File: config.mk
export PLATFORM = sky130hd
export DESIGN_NAME = mcr_monitor
export DESIGN_NICKNAME = d
export VERILOG_FILES = /design/src/hw/mcr_pkg.sv /design/src/hw/mcr_monitor.sv
export VERILOG_INCLUDE_DIRS = /design/src /design/src/hw
export SDC_FILE = /design/constraint.sdc
export NUM_CORES = 1
export LEC_CHECK = 0
export BUFFER_PORTS_ARGS = -buffer_cell sky130_fd_sc_hd__buf_4
export CAP_MARGIN = 30
export CORE_MARGIN = 2
export CORE_UTILIZATION = 55
export DETAILED_ROUTE_END_ITERATION = 12
export GPL_TIMING_DRIVEN = 1
export PLACE_DENSITY = 0.85
export SYNTH_ARGS = -nofsm -noshare
export SYNTH_HDL_FRONTEND = slang
export SYNTH_SLANG_ARGS = --single-unit
File: constraint.sdc
create_clock -name mclk_i -period 3.64 [get_ports mclk_i]
set_input_delay 0.728 -clock mclk_i [delete_from_list [all_inputs] [get_ports mclk_i]]
set_output_delay 0.728 -clock mclk_i [all_outputs]
set_load 0.005 [all_outputs]
File: src/hw/mcr_defines.svh
// Offsets, field positions, reset values and timing figures of the monitor
`ifndef MCR_DEFINES_SVH
`define MCR_DEFINES_SVH
`define MCR_ADDR_CFG        8'h00
`define MCR_ADDR_RES_FIRST  8'h01
`define MCR_ADDR_RES_LAST   8'h06
`define MCR_CFG_RESET       16'h7127
`define MCR_RESULT_RESET    16'h0000
`define MCR_RST_BIT         15
`define MCR_EN_HI           14
`define MCR_AVG_HI          11
`define MCR_AVG_LO          9
`define MCR_BCT_HI          8
`define MCR_BCT_LO          6
`define MCR_SCT_HI          5
`define MCR_SCT_LO          3
`define MCR_MODE_CONT       2
`define MCR_MODE_BUS        1
`define MCR_MODE_SHUNT      0
`define MCR_STEP_LAST       3'h5
`define MCR_SAMPLE_W        13
`define MCR_ACC_W           24
`define MCR_TIMER_W         17
`define MCR_CLK_PERIOD_NS   100
`define MCR_CT0_NS          140000
`define MCR_CT1_NS          204000
`define MCR_CT2_NS          332000
`define MCR_CT3_NS          588000
`define MCR_CT4_NS          1100000
`define MCR_CT5_NS          2116000
`define MCR_CT6_NS          4156000
`define MCR_CT7_NS          8244000
`define MCR_AVG_SH0         4'h0
`define MCR_AVG_SH1         4'h2
`define MCR_AVG_SH2         4'h4
`define MCR_AVG_SH3         4'h6
`define MCR_AVG_SH4         4'h7
`define MCR_AVG_SH5         4'h8
`define MCR_AVG_SH6         4'h9
`define MCR_AVG_SH7         4'ha
`endif

File: src/hw/mcr_pkg.sv
// Types of the monitor configuration and result block
package mcr_pkg;
    typedef enum logic [1:0] {
        ST_IDLE = 2'b00,
        ST_LOAD = 2'b01,
        ST_CONV = 2'b11,
        ST_HALT = 2'b10
    } mcr_state_e;
endpackage

File: src/hw/mcr_monitor.sv
// Configuration register, conversion sequencer and result registers
`include "mcr_defines.svh"

// How it works
// - Bus conversion time field bits 8:6 picks eight times, reset 1.1 ms.
// - Shunt conversion time field bits 5:3 uses the same times, reset 1.1 ms.
// - Mode bits 2:0: 0,4 power-down; 1-3 triggered; 5-7 continuous.
// - Mode resets to 7, continuous shunt and bus.
// - Each of three channels can be enabled on its own.
// - Reading the configuration never changes settings or conversions.
// - A configuration write halts conversion, then restarts with new settings.
// - Shunt result holds the averaged shunt drop, 40 uV step.
// - Results are two's complement, sign at 15, code 14:3, bits 2:0 zero.
// - Bus result holds rail level, 8 mV step, same layout.
// - Shunt results at read-only 01h, 03h, 05h, reset zero.
// - Bus results of channels 1 and 2 at 02h and 04h, reset zero.
// - Channel 3 bus result at 06h, same format.
// - Averaging field picks 1 to 1024 samples, reset 1.
// - Writing bit 15 resets every register; the bit self-clears.
// - Enable bit 0 disables a channel; all enabled after reset.
module mcr_monitor #(
    parameter int unsigned CONV_CYC_0 = `MCR_CT0_NS / `MCR_CLK_PERIOD_NS,
    parameter int unsigned CONV_CYC_1 = `MCR_CT1_NS / `MCR_CLK_PERIOD_NS,
    parameter int unsigned CONV_CYC_2 = `MCR_CT2_NS / `MCR_CLK_PERIOD_NS,
    parameter int unsigned CONV_CYC_3 = `MCR_CT3_NS / `MCR_CLK_PERIOD_NS,
    parameter int unsigned CONV_CYC_4 = `MCR_CT4_NS / `MCR_CLK_PERIOD_NS,
    parameter int unsigned CONV_CYC_5 = `MCR_CT5_NS / `MCR_CLK_PERIOD_NS,
    parameter int unsigned CONV_CYC_6 = `MCR_CT6_NS / `MCR_CLK_PERIOD_NS,
    parameter int unsigned CONV_CYC_7 = `MCR_CT7_NS / `MCR_CLK_PERIOD_NS
) (
    input  wire logic                       mclk_i,
    input  wire logic                       arst_n_i,
    input  wire logic [7:0]                 reg_addr_i,
    input  wire logic                       reg_wr_i,
    input  wire logic [15:0]                reg_wdata_i,
    input  wire logic                       reg_wr_busy_i,
    input  wire logic                       reg_rd_i,
    output logic      [15:0]                reg_rdata_o,
    input  wire logic [`MCR_SAMPLE_W-1:0]   adc_data_i,
    output logic      [1:0]                 adc_chan_o,
    output logic                            adc_bus_sel_o,
    output logic                            adc_active_o
);
    localparam int unsigned TW = `MCR_TIMER_W;
    localparam int unsigned SW = `MCR_SAMPLE_W;
    localparam int unsigned AW = `MCR_ACC_W;

    if (CONV_CYC_0 < 1 || CONV_CYC_1 < 1 || CONV_CYC_2 < 1 || CONV_CYC_3 < 1 ||
        CONV_CYC_4 < 1 || CONV_CYC_5 < 1 || CONV_CYC_6 < 1 || CONV_CYC_7 < 1 ||
        CONV_CYC_7 >= (1 << TW)) begin : g_bad_cyc
        $error("Conversion cycle counts out of range");
    end

    // Cycle count for a conversion time code
    function automatic logic [TW-1:0] conv_cycles(input logic [2:0] code);
        case (code)
            3'h0: conv_cycles = TW'(CONV_CYC_0);
            3'h1: conv_cycles = TW'(CONV_CYC_1);
            3'h2: conv_cycles = TW'(CONV_CYC_2);
            3'h3: conv_cycles = TW'(CONV_CYC_3);
            3'h4: conv_cycles = TW'(CONV_CYC_4);
            3'h5: conv_cycles = TW'(CONV_CYC_5);
            3'h6: conv_cycles = TW'(CONV_CYC_6);
            default: conv_cycles = TW'(CONV_CYC_7);
        endcase
    endfunction

    // Averaging divide shift for a sample count code
    function automatic logic [3:0] avg_shift(input logic [2:0] code);
        case (code)
            3'h0: avg_shift = `MCR_AVG_SH0;
            3'h1: avg_shift = `MCR_AVG_SH1;
            3'h2: avg_shift = `MCR_AVG_SH2;
            3'h3: avg_shift = `MCR_AVG_SH3;
            3'h4: avg_shift = `MCR_AVG_SH4;
            3'h5: avg_shift = `MCR_AVG_SH5;
            3'h6: avg_shift = `MCR_AVG_SH6;
            default: avg_shift = `MCR_AVG_SH7;
        endcase
    endfunction

    mcr_pkg::mcr_state_e state_q, state_d;
    logic [15:0]        cfg_q, cfg_d;
    logic [15:0]        res_q [6];
    logic [2:0]         step_q, step_d;
    logic [TW-1:0]      timer_q, timer_d;
    logic [10:0]        nsamp_q, nsamp_d;
    logic signed [AW-1:0] acc_q, acc_d;
    logic [SW-1:0]      adc_s1_q, adc_s2_q;
    logic [15:0]        rdata_q;

    // Register access decode
    wire cfg_wr   = reg_wr_i && (reg_addr_i == `MCR_ADDR_CFG);
    wire soft_rst = cfg_wr && reg_wdata_i[`MCR_RST_BIT];
    wire [15:0] new_cfg = soft_rst ? `MCR_CFG_RESET : {1'b0, reg_wdata_i[14:0]};
    wire new_pdown = (new_cfg[`MCR_MODE_BUS:`MCR_MODE_SHUNT] == 2'b00);
    wire res_hit = (reg_addr_i >= `MCR_ADDR_RES_FIRST) && (reg_addr_i <= `MCR_ADDR_RES_LAST);
    wire [2:0] res_idx = 3'(reg_addr_i - `MCR_ADDR_RES_FIRST);
    wire [15:0] rd_sel = (reg_addr_i == `MCR_ADDR_CFG) ? cfg_q :
                         res_hit ? res_q[res_idx] : 16'h0000;

    // Step decode: step = channel * 2 + bus select
    wire [1:0] step_ch  = step_q[2:1];
    wire       step_bus = step_q[0];
    wire       ch_on    = cfg_q[`MCR_EN_HI - step_ch];
    wire       sig_on   = step_bus ? cfg_q[`MCR_MODE_BUS] : cfg_q[`MCR_MODE_SHUNT];
    wire       step_ok  = ch_on && sig_on;
    wire [2:0] ct_code  = step_bus ? cfg_q[`MCR_BCT_HI:`MCR_BCT_LO]
                                   : cfg_q[`MCR_SCT_HI:`MCR_SCT_LO];
    wire [TW-1:0] conv_len = conv_cycles(ct_code) - TW'(1);
    wire [3:0] avg_sh   = avg_shift(cfg_q[`MCR_AVG_HI:`MCR_AVG_LO]);
    wire [10:0] samp_last = 11'((1 << avg_sh) - 1);
    wire       last_step = (step_q == `MCR_STEP_LAST);
    wire       sample_now = (state_q == mcr_pkg::ST_CONV) && (timer_q == '0);
    wire       result_now = sample_now && (nsamp_q == samp_last);
    wire signed [AW-1:0] acc_sum = acc_q + AW'($signed(adc_s2_q));
    wire signed [AW-1:0] acc_avg = acc_sum >>> avg_sh;
    wire [15:0] result_word = {acc_avg[SW-1:0], 3'b000};

    always_comb begin
        state_d = state_q;
        cfg_d   = cfg_q;
        step_d  = step_q;
        timer_d = timer_q;
        nsamp_d = nsamp_q;
        acc_d   = acc_q;
        if (cfg_wr) begin
            cfg_d   = new_cfg;
            step_d  = 3'h0;
            nsamp_d = '0;
            acc_d   = '0;
            state_d = new_pdown ? mcr_pkg::ST_IDLE : mcr_pkg::ST_LOAD;
        end else if (reg_wr_busy_i) begin
            state_d = mcr_pkg::ST_HALT;
            step_d  = 3'h0;
            nsamp_d = '0;
            acc_d   = '0;
        end else begin
            case (state_q)
                mcr_pkg::ST_IDLE: begin
                    state_d = mcr_pkg::ST_IDLE;
                end
                mcr_pkg::ST_HALT: begin
                    state_d = mcr_pkg::ST_LOAD;
                end
                mcr_pkg::ST_LOAD: begin
                    if (step_ok) begin
                        timer_d = conv_len;
                        state_d = mcr_pkg::ST_CONV;
                    end else if (last_step) begin
                        step_d  = 3'h0;
                        state_d = cfg_q[`MCR_MODE_CONT] ? mcr_pkg::ST_LOAD
                                                         : mcr_pkg::ST_IDLE;
                    end else begin
                        step_d = step_q + 3'h1;
                    end
                end
                default: begin
                    if (!sample_now) begin
                        timer_d = timer_q - TW'(1);
                    end else if (!result_now) begin
                        acc_d   = acc_sum;
                        nsamp_d = nsamp_q + 11'h1;
                        timer_d = conv_len;
                    end else begin
                        acc_d   = '0;
                        nsamp_d = '0;
                        step_d  = last_step ? 3'h0 : step_q + 3'h1;
                        state_d = (last_step && !cfg_q[`MCR_MODE_CONT]) ?
                                  mcr_pkg::ST_IDLE : mcr_pkg::ST_LOAD;
                    end
                end
            endcase
        end
    end

    always_ff @(posedge mclk_i or negedge arst_n_i) begin
        if (!arst_n_i) begin
            adc_s1_q <= '0;
            adc_s2_q <= '0;
            rdata_q  <= 16'h0000;
        end else begin
            adc_s1_q <= adc_data_i;
            adc_s2_q <= adc_s1_q;
            if (reg_rd_i) begin
                rdata_q <= rd_sel;
            end
        end
    end

    always_ff @(posedge mclk_i or negedge arst_n_i) begin
        if (!arst_n_i) begin
            state_q <= mcr_pkg::ST_LOAD;
            cfg_q   <= `MCR_CFG_RESET;
            step_q  <= 3'h0;
            timer_q <= '0;
            nsamp_q <= '0;
            acc_q   <= '0;
        end else begin
            state_q <= state_d;
            cfg_q   <= cfg_d;
            step_q  <= step_d;
            timer_q <= timer_d;
            nsamp_q <= nsamp_d;
            acc_q   <= acc_d;
        end
    end

    for (genvar i = 0; i < 6; i++) begin : g_res
        always_ff @(posedge mclk_i or negedge arst_n_i) begin
            if (!arst_n_i) begin
                res_q[i] <= `MCR_RESULT_RESET;
            end else if (soft_rst) begin
                res_q[i] <= `MCR_RESULT_RESET;
            end else if (result_now && !cfg_wr && !reg_wr_busy_i && step_q == 3'(i)) begin
                res_q[i] <= result_word;
            end
        end
    end

    assign reg_rdata_o   = rdata_q;
    assign adc_chan_o    = step_ch;
    assign adc_bus_sel_o = step_bus;
    assign adc_active_o  = (state_q == mcr_pkg::ST_CONV);

endmodule // mcr_monitor

# == After elaboration in Yosys (flattened, before gate mapping) ==
# Index checks and enable logic that the tools add are counted.
# totals
word_cells,157
ff_bits,211
output_inout_bits,20
in_bits,42
# op_classes
n_reduce_logical,42
addsub,8
order_cmp,4
n_shift,2
eq_ne,27
n_mux,55
n_bitwise,4
# op_table
op,n
two-way mux 16 bit,16
two-way mux 24 bit,5
case mux 17 bit (7 select lines),1
two-way mux 11 bit,5
two-way mux 17 bit,3
binary-select mux 16 bit (select 3 bit),1
case mux 17 bit (2 select lines),1
subtractor 17 x 1 -> 17 bit (second input constant),2
< comparator 32 x 5 -> 1 bit (second input constant),1
case mux 4 bit (7 select lines),1
adder 24 x 13 -> 24 bit,1
== test 3 bit (second input constant),8
>>> shifter 24 x 4 -> 13 bit,1
two-way mux 3 bit,7
== test 3 x 2 -> 1 bit (second input constant),6
logical NOT 17 bit,1
logical AND 1 bit,15
two-way mux 15 bit,1
two-way mux 2 bit,6
nonzero test 2 bit,6
nonzero test 6 bit,2
adder 11 x 1 -> 11 bit (second input constant),1
== test 11 bit,1
<< shifter 1 x 4 -> 11 bit (first input constant),1
other kinds (33),49

# == Longest topological paths before layout ==
# Gate-level depths: netlist of run 1.
# depth
word_depth,11
depth_mapped,19
depth_no_buf,12

# == Worst setup path before layout of run 1 ==
# OpenSTA, ideal clock, no wires.
# synth_path
kind,register -> register
from,reg cfg_q[9]
to,reg res_q[61] (netlist bit)
t_required_ps,3522
path_stages_with_launch,19
period_less_slack_ps,3713
path_buffers,7
setup_ps,118
arrival_ps,3594
slack_ps,-73
cell_sequence,dfrtp_1 > buf_2 > clkbuf_1 > inv_1 > clkbuf_1 > clkbuf_1 > nand3_1 > ha_1 > buf_2 > or3_1 > a21oi_1 > nor3_2 > nor4b_4 > nor3b_2 > buf_4 > and4b_1 > buf_6 > nor2_1 > a21o_1
# synth_via
elab_chain_len,10
elab_cells_between_ends,19
classes_between,add/sub: 1; eq/ne: 7; shift: 2; mux: 3; reduce/logical: 6
# synth_rtl
item,line_no,text
from (decl),mcr_monitor.sv:83,"logic [15:0] cfg_q, cfg_d;"
from (signal assigned),mcr_monitor.sv:194,cfg_q <= `MCR_CFG_RESET;
from (signal assigned),mcr_monitor.sv:201,cfg_q <= cfg_d;
== test 3 bit (tied with other cells),mcr_monitor.sv:70,case (code)
case mux 4 bit (7 select lines) (*),mcr_monitor.sv:70,
<< shifter 1 x 4 -> 11 bit,mcr_monitor.sv:112,wire [10:0] samp_last = 11'((1 << avg_sh) - 1);
subtractor 11 x 2 -> 11 bit,mcr_monitor.sv:112,
== test 11 bit,mcr_monitor.sv:115,wire result_now = sample_now && (nsamp_q == samp_last);
logical AND 1 bit,mcr_monitor.sv:115,
logical AND 1 bit (3 in series),mcr_monitor.sv:215,end else if (result_now && !cfg_wr && !reg_wr_busy_i && step_q == 3'(i)) begin
nonzero test 2 bit (no source line),-,
"to (signal, indexed assignment)",mcr_monitor.sv:212,res_q[i] <= `MCR_RESULT_RESET;
"to (signal, indexed assignment)",mcr_monitor.sv:214,res_q[i] <= `MCR_RESULT_RESET;
"to (signal, indexed assignment)",mcr_monitor.sv:216,res_q[i] <= result_word;
to (decl),mcr_monitor.sv:84,logic [15:0] res_q [6];
# Every way passes the cells marked *; elsewhere a longest branch is shown, timed or not. The select of a mux whose other input is x is not followed.
# A chain may end at the register's enable or synchronous reset.

# == Worst setup path in the final report of run 1 ==
# layout_path
from,reg acc_q[0]
to,reg res_q[41] (netlist bit)
# layout_via
elab_chain_len,4
# layout_rtl
item,line_no,text
from (decl),mcr_monitor.sv:88,"logic signed [AW-1:0] acc_q, acc_d;"
from (signal assigned),mcr_monitor.sv:198,acc_q <= '0;
from (signal assigned),mcr_monitor.sv:205,acc_q <= acc_d;
adder 24 x 13 -> 24 bit,mcr_monitor.sv:116,wire signed [AW-1:0] acc_sum = acc_q + AW'($signed(adc_s2_q));
>>> shifter 24 x 4 -> 13 bit,mcr_monitor.sv:117,wire signed [AW-1:0] acc_avg = acc_sum >>> avg_sh;
two-way mux 16 bit,mcr_monitor.sv:215,
two-way mux 16 bit,mcr_monitor.sv:213,end else if (soft_rst) begin
# Every way passes these cells. The select of a mux whose other input is x is not followed.

==> results of run 1 <==
## stage by stage
stage / power, mW / hold WS [ns] / setup WS [ns]
6_report: 4.837 / 0.3141 / 0.1942
5_1_grt: 5.028 / 0.3534 / 0.007703
4_1_cts: 4.851 / 0.3418 / 0.06567
3_5_place_dp: 2.984 / 0.3347 / 0.09541
3_3_place_gp: 2.963 / 0.3329 / 0.2343
2_1_floorplan: 2.745 / 0.3312 / 0.01307
## state kept, by name (all words and copies together), names as in the netlist
register     flops
cfg_q           15
res_q           78
adc_s2_q        13
timer_q         17
reg_rdata_o     16
adc_s1_q        13
acc_q           23
step_q           3
state_q          2
nsamp_q         11
## per-layer routing
| metal | global-route usage | vias up | part of all wire |
|---|---|---|---|
| li1 | - | 4636 | - |
| met1 | 0.3796 | 4877 | 0.41 |
| met2 | 0.4521 | 540 | 0.47 |
| met3 | 0.06770 | 81 | 0.088 |
| met4 | 0.09757 | 0 | 0.033 |
| met5 | 0 | - | 0 |
## cell type report
class                      count  share of cell area
clock buffer                  17             0.03379
clock inverter                15             0.01193
inverter                      24            0.007156
multi-input combinational    950              0.4740
sequential                   191              0.3806
tap                          270             0.02684
timing repair buffer         106             0.06570
## timing repair
item | in CTS | in global routing
resized for setup | 0 | 4
setup buffers | 0 | 2
hold buffers | 0 | 0
endpoints found under the setup margin | 0 | 31
## how the worst max path moves through the flow
stage | start | end | slack, ns | cells past startpoint
after global placement | acc_q[0] | res_q[35] | 0.23 | 11
after CTS | acc_q[0] | res_q[19] | 0.07 | 11
after detailed placement | acc_q[0] | res_q[19] | 0.1 | 11
after global routing | acc_q[0] | res_q[83] | 0.008 | 12
final | acc_q[0] | res_q[41] | 0.19 | 13
after floorplan | cfg_q[9] | res_q[61] | 0.01 | 18
## power breakdown
| group | internal, mW | leakage, nW | switching (mW) |
|---|---|---|---|
| Combinational | 0.245 | 2.76 | 0.382 |
| Sequential | 2.23 | 2.53 | 0.106 |
| Clock | 0.969 | 0.286 | 0.907 |
| Total | 3.44 | 5.58 | 1.40 |
## cell usage in the layout, fill, tap and decap left out, drive strengths merged, types with 14 or more instances in the layout
cell type / count
a211oi: 16
a21oi: 107
a22o: 14
and3: 16
buf: 105
clkbuf: 18
dfrtp: 182
ha: 30
inv: 30
mux2i: 24
mux4: 14
nand2: 103
nand3: 62
nor2: 136
nor3: 41
o21ai: 149
xor2: 20
## kinds of logic (layout without fill, tap and decap cells)
family / Yosys count / in the layout / synth area share
mux: 45 / 45 / 0.05658
flops: 191 / 191 / 0.4273
buf+inv: 111 / 162 / 0.04263
simple gates: 454 / 454 / 0.2013
fa+ha+maj: 31 / 31 / 0.03526
other cells: 1 / 1 / 0.0003345
xor+xnor: 30 / 30 / 0.02343
compound gates: 389 / 389 / 0.2131
==> flow_summary.toml, run 1 <==
[status]
outcome = "finished clean"

[route]
wire_per_inst_um = 19.24
drt_iter0_markers = 981
vias = 10130
drtPass1Iterations = 7
final_antenna_net_count = 0
via_per_inst = 6.442
finalWirelength_um = 30260
drc = 0

[layout]
layout.cells.non_filler = 1573
multi_input_area_mm2 = 0.005967
final_area_mm2 = 0.01259
final.fill_count = 1600
layout-drive-gt1-share = 0.1550
seq_area_mm2 = 0.004791
fin_nets = 1363
insertedDiodeCount = 0
finalCoreUtilization = 0.6262
synthToLayoutAreaGrowth_pct = 12.28

[pwr]
p_per_area_mw_per_mm2 = 384.2
peakVddDrop_mv = 0.2972
leakage_nw = 5.576

[timing]
rsz0062_at_grt = "false"
layout_min_cycle_time_ns = 3.446
slew_headroom = 0.2991
final.period_utilization = 0.9466
tightest_slew_ns = 1.051
maxClockFrequency_ghz = 0.2902
skew_ns = 0.01616
slew_viol_final = 0
hold_viol = 0
setup_tns_ns = 0
setup_viol = 0

[setup_path]
r2r_slack_ns = 0.19
worstPathMaxFanout = 8
path_cells = "ha_1 -> fa_1 -> a211oi_2 -> nor4_1 -> o32ai_2 -> buf_4 -> a21oi_1 -> xnor2_1 -> buf_4 -> nand2b_1 -> a311oi_1 -> o221ai_1 -> o21ai_0"
worstSetupPathType = "flip-flop to flip-flop"
endpoint_kind = "flip-flop"
rr_endpoint = "res_q[41]"
r2r-start = "acc_q[0]"
crit_slowest_cell = "fa_1"
cp.buffers_inverters = 2
cp_data_required_time_ns = 3.99
crit_family = "compound AO/OA/AOI/OAI gates"
start_kind = "flip-flop"
cpMostUsedCell = "buf_4"
critPathArrivalTime_ns = 3.80
r2r_cells = 13
cpPeakStageDelay_ns = 0.44

[die]
fp.dieH_um = 146.8
rows = 52
core_area_mm2 = 0.02010
start_util = 0.5577
fp.dieArea_mm2 = 0.02154
pin_count = 62
fp.dieW_um = 146.8

[synthesis]
synth_commonest_cells = "dfrtp_1 (182), o21ai_0 (148), nor2_1 (133)"
syn-num-nets = 1325
syn_inst = 1252
synth_ff_type = "dfrtp_1"
synth_top_area_share = 0.4062
synth_edf_count = 0
post-synth-top-count-cell = "dfrtp_1"
synth.largest_area_cell = "dfrtp_1"
synth_area_mm2 = 0.01121
syn_area_per_cell_um2 = 8.955
yosysSeqAreaShare = 0.4273
synthArstFlopShare = 1.000
yosys_warnings = 0
ys_ff_latch = 191
ys_types = 83
yosys-top-cells-area = "dfrtp_1 (41%), o21ai_0 (6.6%), a21oi_1 (4.7%)"

[clock_tree]
cts_tree = "done"
h-tree-depth = 4
clockBufferDepth = 2
cts_inserted_buffers = 17
clkLatencyLatePin_ns = 0.45
clock-sinks = 191
root_buffer = "clkbuf_16"
clkTransAtPathRegs_ns = 0.07

[global_routing]
grt_first_pass_wirelength_um = 49070
grt-ovfl-total = 0
track_usage = 0.2823
grt_pass1_vias = 9539
antenna_found_initial = 0
grt_max_degree = 81

[placement]
hpwl_um = 20410
port_buffers = 61
placedInstanceArea_mm2 = 0.01199
gp_congestion = 0.9585
placed_cells = 1539

[hold_path]
hp-class = "input pin to async pin"

[job]
drv_cap = 0
(Power assumes the default switching activity.)
==> run 2: changes to the inputs <==
--- a/config.mk
+++ b/config.mk
@@ -6,9 +6,8 @@
 export SDC_FILE = /design/constraint.sdc
 export NUM_CORES = 1
 export LEC_CHECK = 0
-export BUFFER_PORTS_ARGS = -buffer_cell sky130_fd_sc_hd__buf_4
+export BUFFER_PORTS_ARGS = -buffer_cell sky130_fd_sc_hd__buf_2
 export CAP_MARGIN = 30
-export CORE_MARGIN = 2
 export CORE_UTILIZATION = 55
 export DETAILED_ROUTE_END_ITERATION = 12
 export GPL_TIMING_DRIVEN = 1
==> constraint.sdc (replaced) <==
create_clock -name mclk_i -period 3.64 [get_ports mclk_i]
set_input_delay 0.546 -clock mclk_i [delete_from_list [all_inputs] [get_ports mclk_i]]
set_output_delay 0.546 -clock mclk_i [all_outputs]
set_load 0.005 [all_outputs]
==> flow_summary.toml, run 2 (synthesis results as in run 1) <==
[status]
outcome = "finished clean"

[layout]
layout-drive-gt1-share = 0.1609
finalCoreUtilization = 0.6355
largest_reg_flops = 78
synthToLayoutAreaGrowth_pct = 11.76
final_area_mm2 = 0.01253
fin_nets = 1365
layout_common_cells = "dfrtp_1 (182), o21ai_0 (146), nor2_1 (132)"
mostFrequentLayoutCell = "dfrtp_1"
insertedDiodeCount = 0
top_register = "res_q"
reg_top3 = "res_q x78, acc_q x23, timer_q x17"

[route]
finalWirelength_um = 30000
drt_iter0_markers = 1188
wire_per_inst_um = 19.11
drc = 0
via_per_inst = 6.431
final_antenna_net_count = 0
drtPass1Iterations = 6
vias = 10100

[setup_path]
crit_path_start = "acc_q[0]"
cp_data_required_time_ns = 3.99
critPathArrivalTime_ns = 3.76
start_kind = "flip-flop"
worstSetupPathType = "flip-flop to flip-flop"
endpoint_kind = "flip-flop"
worstPathMaxFanout = 6
r2r-start = "acc_q[0]"

[pwr]
leakage_nw = 5.566
total_power_mw = 4.891
peakVddDrop_mv = 0.3088
p_per_area_mw_per_mm2 = 390.3

[global_routing]
track_usage = 0.2996
grt-ovfl-total = 0
grt_first_pass_wirelength_um = 48490
grt_max_degree = 94
grt_pass1_vias = 9470
antenna_found_initial = 0

[timing]
setup_tns_ns = 0
setup_viol = 0
final.period_utilization = 0.9370
skew_ns = 0.01450
hold_viol = 0
rsz0062_at_grt = "false"
tightest_slew_ns = 1.019
slew_viol_final = 0
timing.hold.ws_ns = 0.1418
slew_headroom = 0.3204
layout_min_cycle_time_ns = 3.411
maxClockFrequency_ghz = 0.2932

[placement]
placedInstanceArea_mm2 = 0.01185
port_buffers = 61
gp_congestion = 0.9784
hpwl_um = 20480

[clock_tree]
h-tree-depth = 4
clock-sinks = 191
root_buffer = "clkbuf_16"
cts_tree = "done"
clkTransAtPathRegs_ns = 0.08
clkLatencyLatePin_ns = 0.45
cts_inserted_buffers = 17
clockBufferDepth = 2

[die]
pin_count = 62
rows = 51
start_util = 0.5686
fp.dieW_um = 144.8
core_area_mm2 = 0.01972
fp.dieH_um = 144.8
fp.dieArea_mm2 = 0.02096

[hold_path]
hp-class = "input pin to async pin"

[job]
drv_cap = 0
-- run 2: report_power, final --
group,internal [mW],leakage [nW],switching [mW]
combinational,0.230,2.74,0.390
clock,0.994,0.298,0.950
sequential,2.23,2.53,0.100
total,3.45,5.57,1.44
-- run 2: final cells by class --
type / count / area (um2)
Clock buffer: 17 / 425.4
Clock inverter: 15 / 188.9
Fill cell: 1556 / 7187
Inverter: 24 / 90.09
Multi-Input combinational cell: 950 / 6025
Sequential cell: 191 / 4791
Tap cell: 265 / 331.6
Timing Repair Buffer: 108 / 679.4
-- run 2: final timing paths --
kind	end	slack, ns	cells after the start
worst max register to register	res_q[26]	0.23	12
worst max-delay path	res_q[26]	0.23	12
worst min-delay path	timer_q[3]	0.14	1
worst min register to register	adc_s2_q[7]	0.35	0
min in group mclk_i	adc_s1_q[10]	0.20	1
max in group asynchronous	acc_q[5]	2.59	2
-- run 2: critical path, cell delays in order, from the launching register on --
cell      delay, ns
dfrtp_1        0.38
ha_1           0.24
fa_1           0.45
a211oi_2       0.29
nor4_1         0.12
o32ai_2        0.33
buf_4          0.18
xor2_1         0.08
buf_4          0.18
a211o_1        0.28
o21ai_0        0.20
o221ai_1       0.31
o21ai_0        0.27
-- run 2: routing by layer --
| layer | wire length, um | track usage |
|---|---|---|
| met1 | 12680 | 0.4086 |
| met2 | 14240 | 0.4787 |
| met3 | 2290 | 0.04607 |
| met4 | 801 | 0.1202 |
| met5 | 0 | 0 |
-- run 2: what timing repair did --
action,4_1_cts,5_1_grt
hold buffers,0,0
endpoints found under the hold margin,0,0
gates resized for setup,0,11
setup buffers,0,0
setup endpoints to repair,0,43
-- run 2: through the flow --
step / worst slack, ns / std cells
global route: 0.03821 / 1570
floorplan: 0.01307 / 1252
detailed placement: 0.09514 / 1538
CTS: 0.02801 / 1570
global placement: 0.1483 / 1537
finish: 0.2293 / 1570
==> run 3: changes to the inputs <==
--- a/config.mk
+++ b/config.mk
@@ -8,10 +8,10 @@
 export LEC_CHECK = 0
 export BUFFER_PORTS_ARGS = -buffer_cell sky130_fd_sc_hd__buf_2
 export CAP_MARGIN = 30
-export CORE_UTILIZATION = 55
+export CORE_UTILIZATION = 24
 export DETAILED_ROUTE_END_ITERATION = 12
 export GPL_TIMING_DRIVEN = 1
-export PLACE_DENSITY = 0.85
+export PLACE_DENSITY = 0.49
 export SYNTH_ARGS = -nofsm -noshare
 export SYNTH_HDL_FRONTEND = slang
 export SYNTH_SLANG_ARGS = --single-unit
==> flow_summary.toml, run 3 (synthesis results as in run 1) <==
[status]
outcome = "finished clean"

[setup_path]
cp_data_required_time_ns = 3.97
start_kind = "flip-flop"
endpoint_kind = "flip-flop"
worstSetupPathType = "flip-flop to flip-flop"
worstPathMaxFanout = 6
critPathArrivalTime_ns = 3.77

[global_routing]
grt_pass1_vias = 9403
grt_first_pass_wirelength_um = 54740
antenna_found_initial = 0
track_usage = 0.1480
grt_max_degree = 72
grt-ovfl-total = 0

[placement]
hpwl_um = 24280
post-place-ws_ns = 0.01754
placedInstanceArea_mm2 = 0.01242
port_buffers = 61
gp_congestion = 0.8873

[clock_tree]
clock-sinks = 191
cts_inserted_buffers = 17
clkTransAtPathRegs_ns = 0.07
root_buffer = "clkbuf_16"
cts_tree = "done"
h-tree-depth = 4
clkLatencyLatePin_ns = 0.47
clockBufferDepth = 2

[layout]
layout_common_cells = "dfrtp_1 (182), o21ai_0 (146), nor2_1 (130)"
synthToLayoutAreaGrowth_pct = 16.73
top_register = "res_q"
largest_reg_flops = 78
fin_nets = 1385
layout-drive-gt1-share = 0.1728
mostFrequentLayoutCell = "dfrtp_1"
reg_top3 = "res_q x78, acc_q x23, timer_q x17"
insertedDiodeCount = 0
final_area_mm2 = 0.01309

[route]
final_antenna_net_count = 0
drt_iter0_markers = 881
via_per_inst = 5.035
drtPass1Iterations = 6
wire_per_inst_um = 17.75
drc = 0
vias = 9693
finalWirelength_um = 34170

[timing]
tightest_slew_ns = 0.8459
slew_headroom = 0.4199
hold_viol = 0
maxClockFrequency_ghz = 0.2909
layout_min_cycle_time_ns = 3.438
skew_ns = 0.01461
setup_tns_ns = 0
final.period_utilization = 0.9444
rsz0062_at_grt = "false"
slew_viol_final = 0
setup_viol = 0
layout_setup_ws_ns = 0.2024

[die]
start_util = 0.2450
pin_count = 62
rows = 78
fp.dieArea_mm2 = 0.04759
fp.dieW_um = 218.1
fp.dieH_um = 218.1
core_area_mm2 = 0.04577

[pwr]
intPower_mw = 3.519
switching_share = 0.2872
p_switching_mw = 1.418
seqPwrFrac = 0.472
leakage_nw = 5.643
total_power_mw = 4.937
peakVddDrop_mv = 0.3251
clock_power_share = 0.397
combPwrFrac = 0.131
p_per_area_mw_per_mm2 = 377.2

[job]
drv_cap = 0

[hold_path]
hp-class = "input pin to async pin"
[run 3: changes by cell type in the layout (fill, tap and decap cells not counted), moves of 2 or more]
cell,delta
clkinv_8,-3
nor2_1,-2
inv_8,-3
buf_4,+19
clkinvlp_4,+2
nor2_2,+2
[run 3: area by class of cell]
class | instances | area (um2)
Tap cell | 600 | 750.7
Sequential cell | 191 | 4791
Fill cell | 4839 | 32680
Clock inverter | 13 | 156.4
Inverter | 24 | 90.09
Timing Repair Buffer | 128 | 842.1
Multi-Input combinational cell | 950 | 6015
Clock buffer | 19 | 442.9
[run 3: critical path, stage by stage, from the launching register on]
cell	delay [ns]
dfrtp_1	0.38
ha_1	0.24
fa_1	0.45
a211oi_2	0.27
nor4_1	0.11
o32ai_2	0.36
a21oi_1	0.14
xnor2_1	0.45
buf_4	0.21
a22oi_1	0.08
o211ai_1	0.31
buf_4	0.21
o21ai_0	0.09
[run 3: per-layer routing]
metal	part of all wire	track usage
met5	0	0
met4	0.013	0.03986
met3	0.038	0.02519
met2	0.46	0.2310
met1	0.49	0.2093
[run 3: path summary, 6_finish.rpt]
path / slack (ns) / endpoint / cells past startpoint / startpoint
min reg2reg: 0.34 / adc_s2_q[7] / 0 / adc_s1_q[7]
max reg2reg: 0.20 / res_q[12] / 12 / acc_q[0]
max in group asynchronous: 2.71 / res_q[79] / 2 / arst_n_i
max: 0.20 / res_q[12] / 12 / acc_q[0]
min in group mclk_i: 0.19 / adc_s1_q[8] / 1 / adc_data_i[8]
min: 0.06 / timer_q[5] / 1 / arst_n_i
[run 3: timing repair]
action                     in CTS  in global routing
hold buffers                    0                  0
setup endpoints to repair       1                 44
gates resized for setup         1                 11
pin swaps                       0                  4
buffers inserted                0                  1
[run 3: metrics by stage]
step           hold slack (ns)  cells  utilization
2_1_floorplan           0.2504   1252            -
6_report               0.05527   1925       0.2859
4_1_cts                0.06906   1924       0.2846
3_3_place_gp            0.3333   1892       0.2714
3_5_place_dp            0.3347   1892       0.2714
5_1_grt                0.07981   1925       0.2859
[run 3: power by group through the flow]
stage	clock network (mW)	registers (mW)	logic, mW
floorplan	0	2.34	0.406
global placement	0	2.37	0.639
detailed placement	0	2.37	0.643
CTS	2.02	2.33	0.647
global route	2.11	2.35	0.723
finish	1.96	2.33	0.646
